<file path="config.mk">
export PLATFORM = sky130hd
export DESIGN_NAME = rbp_regs
export DESIGN_NICKNAME = d
export VERILOG_FILES = /design/src/core/rbp_pkg.sv /design/src/core/rbp_regs.sv
export SDC_FILE = /design/constraint.sdc
export NUM_CORES = 1
export LEC_CHECK = 0
export ABC_CLOCK_PERIOD_IN_PS = 2500
export BUFFER_PORTS_ARGS = -buffer_cell sky130_fd_sc_hd__buf_2
export CORE_ASPECT_RATIO = 1.2
export CORE_UTILIZATION = 51
export DETAILED_ROUTE_END_ITERATION = 6
export GPL_ROUTABILITY_DRIVEN = 0
export PLACE_DENSITY_LB_ADDON = 0.1
export SLEW_MARGIN = 20
export SYNTH_ARGS = -nofsm -noshare
export SYNTH_HDL_FRONTEND = slang
export SYNTH_SLANG_ARGS = --single-unit
</file>
<file path="constraint.sdc">
create_clock -name hclk -period 2.5 [get_ports hclk]
set_input_delay 0 -clock hclk [delete_from_list [all_inputs] [get_ports hclk]]
set_output_delay 0 -clock hclk [all_outputs]
set_load 0.05 [all_outputs]
</file>
<file path="src/core/rbp_pkg.sv">
// Package for the RAM block power and retention register bank
package rbp_pkg;
   localparam logic [11:0] RBP_CTRL_OFF = 12'h960;
   localparam logic [11:0] RBP_SET_OFF = 12'h964;
   localparam logic [11:0] RBP_CLR_OFF = 12'h968;
   localparam logic [31:0] RBP_CTRL_RST = 32'h0000ffff;
   localparam int RBP_SECTIONS = 16;
   localparam int RBP_ON_LSB = 0;
   localparam int RBP_KEEP_LSB = 16;
   localparam logic [1:0] RBP_HTRANS_NONSEQ = 2'h2;
   localparam logic [1:0] RBP_HTRANS_SEQ = 2'h3;

   // Section power state: on bits low half, keep bits high half
   typedef struct packed {
      logic [15:0] keep;
      logic [15:0] on;
   } rbp_ctrl_t;

   // Captured address phase
   typedef struct packed {
      logic valid;
      logic write;
      logic [11:0] addr;
   } rbp_aphase_t;

   // Module state apart from the sleep synchroniser
   typedef struct packed {
      rbp_ctrl_t ctrl;
      rbp_aphase_t ap;
      logic [31:0] rdata;
      logic [15:0] pwr;
   } rbp_state_t;
endpackage

</file>
<file path="src/core/rbp_regs.sv">
// RAM block power and retention registers with an AHB-Lite slave port
//
// The AHB-Lite slave port was left to the implementer.
`timescale 1ns/10ps

module rbp_regs (
   input wire logic hclk,
   input wire logic hresetn,
   input wire logic hsel,
   input wire logic [31:0] haddr,
   input wire logic [1:0] htrans,
   input wire logic hwrite,
   input wire logic [2:0] hsize,
   input wire logic [31:0] hwdata,
   input wire logic hready,
   input wire logic system_off,
   output logic hreadyout,
   output logic hresp,
   output logic [31:0] hrdata,
   output logic [15:0] section_power_on,
   output logic [15:0] section_keep_contents
);

   // -------------------------------------------------------------
   // State
   // -------------------------------------------------------------
   rbp_pkg::rbp_state_t s_q;
   rbp_pkg::rbp_state_t s_d;
   logic off_meta_q;
   logic off_sync_q;

   // Register index decode used for both reads and writes
   function automatic logic [1:0] reg_sel(input logic [11:0] a);
      if (a == rbp_pkg::RBP_CTRL_OFF) begin
         return 2'h1;
      end else if (a == rbp_pkg::RBP_SET_OFF) begin
         return 2'h2;
      end else if (a == rbp_pkg::RBP_CLR_OFF) begin
         return 2'h3;
      end
      return 2'h0;
   endfunction

   // Sleep request arrives from the power manager domain: two stages
   always_ff @(posedge hclk or negedge hresetn) begin
      if (!hresetn) begin
         off_meta_q <= 1'b0;
         off_sync_q <= 1'b0;
      end else begin
         off_meta_q <= system_off;
         off_sync_q <= off_meta_q;
      end
   end

   // -------------------------------------------------------------
   // Next state
   // -------------------------------------------------------------
   // Zero wait states: write data lands one edge after the data phase
   always_comb begin
      logic [1:0] sel;
      sel = 2'h0;
      s_d = s_q;
      s_d.ap.valid = 1'b0;
      // Data phase of a captured write updates the selected register
      if (s_q.ap.valid && s_q.ap.write) begin
         sel = reg_sel(s_q.ap.addr);
         unique case (sel)
            2'h1: s_d.ctrl = hwdata;
            2'h2: s_d.ctrl = s_q.ctrl | hwdata;
            2'h3: s_d.ctrl.on = s_q.ctrl.on & ~hwdata[15:0];
            default: s_d.ctrl = s_q.ctrl;
         endcase
      end
      // Address phase capture, only when the bus is ready
      if (hsel && hready && (htrans == rbp_pkg::RBP_HTRANS_NONSEQ ||
            htrans == rbp_pkg::RBP_HTRANS_SEQ)) begin
         s_d.ap.valid = 1'b1;
         s_d.ap.write = hwrite;
         s_d.ap.addr = {haddr[11:2], 2'h0};
         // Reads return the settled state; unmapped reads give zero
         if (!hwrite && reg_sel({haddr[11:2], 2'h0}) != 2'h0) begin
            s_d.rdata = s_d.ctrl;
         end else begin
            s_d.rdata = 32'h0;
         end
      end
      // Sleep forces all sections off without touching the settings
      s_d.pwr = off_sync_q ? 16'h0 : s_d.ctrl.on;
   end

   // Registered state; reset values give all sections on
   always_ff @(posedge hclk or negedge hresetn) begin
      if (!hresetn) begin
         s_q.ctrl <= rbp_pkg::RBP_CTRL_RST;
         s_q.ap <= '0;
         s_q.rdata <= 32'h0;
         s_q.pwr <= rbp_pkg::RBP_CTRL_RST[15:0];
      end else begin
         s_q <= s_d;
      end
   end

   // -------------------------------------------------------------
   // Outputs
   // -------------------------------------------------------------
   // The slave never stalls and always answers OKAY
   assign hreadyout = 1'b1;
   assign hresp = 1'b0;
   assign hrdata = s_q.rdata;
   assign section_power_on = s_q.pwr;
   assign section_keep_contents = s_q.ctrl.keep;

   // -------------------------------------------------------------
   // Check helpers
   // -------------------------------------------------------------
   // Strobes built from the bus and the captured address phase s_q.ap, so the checks below compare
   // against bus values rather than mirroring the update logic
   logic chk_take;
   logic chk_rd_ctrl;
   logic wr_any;
   logic wr_ctrl;
   logic wr_set;
   logic wr_clr;
   logic wr_other;

   // An address phase is taken whenever a real transfer meets hready
   assign chk_take = hsel && hready && htrans[1];
   // Read of the control word being taken this cycle
   assign chk_rd_ctrl = chk_take && !hwrite
      && haddr[11:2] == rbp_pkg::RBP_CTRL_OFF[11:2];
   // Data-phase write strobes, one per register
   assign wr_any = s_q.ap.valid && s_q.ap.write;
   assign wr_ctrl = wr_any && s_q.ap.addr == rbp_pkg::RBP_CTRL_OFF;
   assign wr_set = wr_any && s_q.ap.addr == rbp_pkg::RBP_SET_OFF;
   assign wr_clr = wr_any && s_q.ap.addr == rbp_pkg::RBP_CLR_OFF;
   // Writes to unmapped words must be dropped
   assign wr_other = wr_any && !wr_ctrl && !wr_set && !wr_clr;
endmodule // rbp_regs

</file>
==> impl_metrics.ini <==
[clock_network]
cts_tree = built
cts.sinks = 94
htree_levels = 3
postCtsResizedCells = 0
clkTransAtPathRegs_ps = 90
cts_setup_buffers = 0
root_buffer = clkbuf_8
clk_path_buf_depth = 2
cts.hold.buffers_added = 45
insertion_delay_ps = 350
cts_buffers = 9

[pwr]
p_int_mw = 2.260
power_density_mw_per_mm2 = 566.6
cellLeakagePower_nw = 2.552
ir_drop_v = 0.0003565
swShare_pct = 23.64
p_clk_share_pct = 33.9
p_switching_uw = 699.7
combPwrFrac_pct = 12.2
p_seq_share_pct = 53.9

[worst_setup_path]
worstReg2RegEnd = hrdata[4]$_DFFE_PN0P_
worstRegToRegCells = 4
end_kind = flip-flop
rr_startpoint = s_q[57]$_DFFE_PN0P_
crit_path_start_kind = flip-flop
critical_path_class = reg2reg
required_ps = 2720
critPathMaxFanout = 16
arrival_ps = 2330
r2r_setup_slack_ps = 390

[worst_hold_path]
min_to = hrdata[1]$_DFFE_PN0P_
min-delay-start = hready
min_path_cells = 5
hold_class = in2reg

[global_routing]
grt_pass1_vias = 3042
track_usage_pct = 22.17
grt-busiest-layer = met2
grt_overflow_total = 0
use_met2_pct = 39.01
grt_max_degree = 83
grt_pass1_wl_microns = 14920
grt_antenna_before_repair = 0
grtUsageMet1_pct = 26.98
grt_use_met3_pct = 4.286

[route]
vias = 3158
finalWirelength_microns = 9490
wl_per_cell_microns = 15.87
dr.pass1.iters = 4
drtIter0Drc = 139
vias_per_cell = 5.281
drc = 0
ant_nets = 0

[floorplanning]
io_pins = 141
core_sq_mm = 0.008198
start_util_pct = 53.30
rows = 36
fp.dieH_microns = 103.4
die_w_microns = 86.50
dieArea_sq_mm = 0.008943

[sta]
final_max_slew_viol_count = 0
finClkSkew_ps = 10.62
setup_ws_ps = 393.3
finalHoldViolCount = 0
timing.hold.ws_ps = 224.0
rsz0062_at_grt = false
slew_headroom_pct = 50.94
timing.final.crit_share_pct = 84.27
setup_tns_ps = 0
finalCriticalPeriod_ps = 2107
max_freq_mhz = 474.7
worstMarginPinSlew_ps = 735.9
finalSetupViolations = 0

[final_layout]
utilization_pct = 63.71
syn_to_final_growth_pct = 19.53
drive_above_1_share_pct = 38.64
final_nets = 554
n_antenna_cell = 0

[synth]
ys_seq_area_share_pct = 54.75
syn_nets = 466
yosys.cell_types.count = 30
synth-edff-count = 0
ys_seq_elements = 94
synth.cell_area_sq_mm = 0.004369
synthFlopType = dfrtp_1
synth_async_sr_flop_share_pct = 100.0
netlist_instances = 391
yosysWarningCount = 0
synth_area_per_cell_sq_um = 11.17

[placed_design]
post-place-ws_ps = 387.2
hpwl_microns = 5906
portBuffers = 112

[run_status]
status = completed

[flow_run]
drv_cap = 0
power by group through the flow:
stage               clock, mW  combinational [mW]  sequential, mW
floorplan                   0               0.185            1.62
global placement            0               0.305            1.62
detailed placement          0               0.309            1.62
CTS                      1.04               0.364            1.60
global route             1.11               0.396            1.60
finish                   1.00               0.360            1.59
per-layer routing:
metal	up-vias	share of wire (%)
met5	-	0
met2	110	52
li1	1495	-
met1	1541	42
met3	12	4.3
met4	0	1.7
worst max-delay path: stages (launching register included):
cell,delay (ps)
dfrtp_1,370
nand4bb_1,290
or4_1,810
o21ai_1,360
o21ai_0,140
how the worst max path moves through the flow:
stage / from / endpoint / slack (ps) / cells after the start
after floorplan: s_q[55]$_DFFE_PN0P_ / hrdata[21]$_DFFE_PN0P_ / 550 / 7
after global placement: s_q[57]$_DFFE_PN0P_ / hrdata[4]$_DFFE_PN0P_ / 420 / 4
after detailed placement: s_q[57]$_DFFE_PN0P_ / hrdata[4]$_DFFE_PN0P_ / 390 / 4
after global routing: s_q[57]$_DFFE_PN0P_ / hrdata[1]$_DFFE_PN0P_ / 260 / 4
final: s_q[57]$_DFFE_PN0P_ / hrdata[4]$_DFFE_PN0P_ / 390 / 4
after CTS: s_q[57]$_DFFE_PN0P_ / hrdata[4]$_DFFE_PN0P_ / 350 / 4
layout make-up:
type / count / area (sq um)
clock inverter: 3 / 42.54
fill: 684 / 2975
sequential: 94 / 2392
tap: 114 / 142.6
inverter: 1 / 3.754
timing repair buffer: 170 / 1115
multi-input combinational: 203 / 1368
clock buffer: 13 / 158.9
cell families after synthesis:
| kind of cell | share of synthesized area (%) |
|---|---|
| AOI/OAI and AO/OA | 15.12 |
| buffers and inverters | 14.26 |
| DFF | 54.75 |
| muxes | 2.835 |
| other | 0.1719 |
| and+or+nand+nor | 12.86 |
through the flow:
| stage | area, sq um | cells | power [mW] |
|---|---|---|---|
| 2_1_floorplan | 4369 | 391 | 1.800 |
| 3_3_place_gp | 4567 | 537 | 1.926 |
| 3_5_place_dp | 4567 | 537 | 1.932 |
| 4_1_cts | 5219 | 598 | 3.003 |
| 5_1_grt | 5223 | 598 | 3.106 |
| 6_report | 5223 | 598 | 2.959 |
cells in the mapped netlist, types with 2 or more instances:
library cell   n  area, sq um
o21ai_1       26        130.1
dfstp_2       32        840.8
conb_1         2        7.510
o21ai_0        6        30.03
nor4_1        16        100.1
buf_1          3        11.26
nand2_1       34        127.6
buf_4         66        495.5
clkbuf_1      16        60.06
a32oi_1       16        140.1
nor2b_1       16        100.1
a22o_1        32        280.3
dfrtp_1       62         1551
buf_6          2        22.52
mux2_2        11        123.9
nand2b_1      17        106.4
a21oi_1       16        80.08
buf_2          6        30.03
cells in the final DEF (no fill, tap or decap), drive strengths merged, types with 17 or more instances in the layout:
cell type,count
o21ai,32
dfrtp,62
nand2,34
nor4,17
dfstp,32
nand2b,17
a22o,32
dlygate4sd3,45
buf,125
Power figures use the tool's default switching activity.
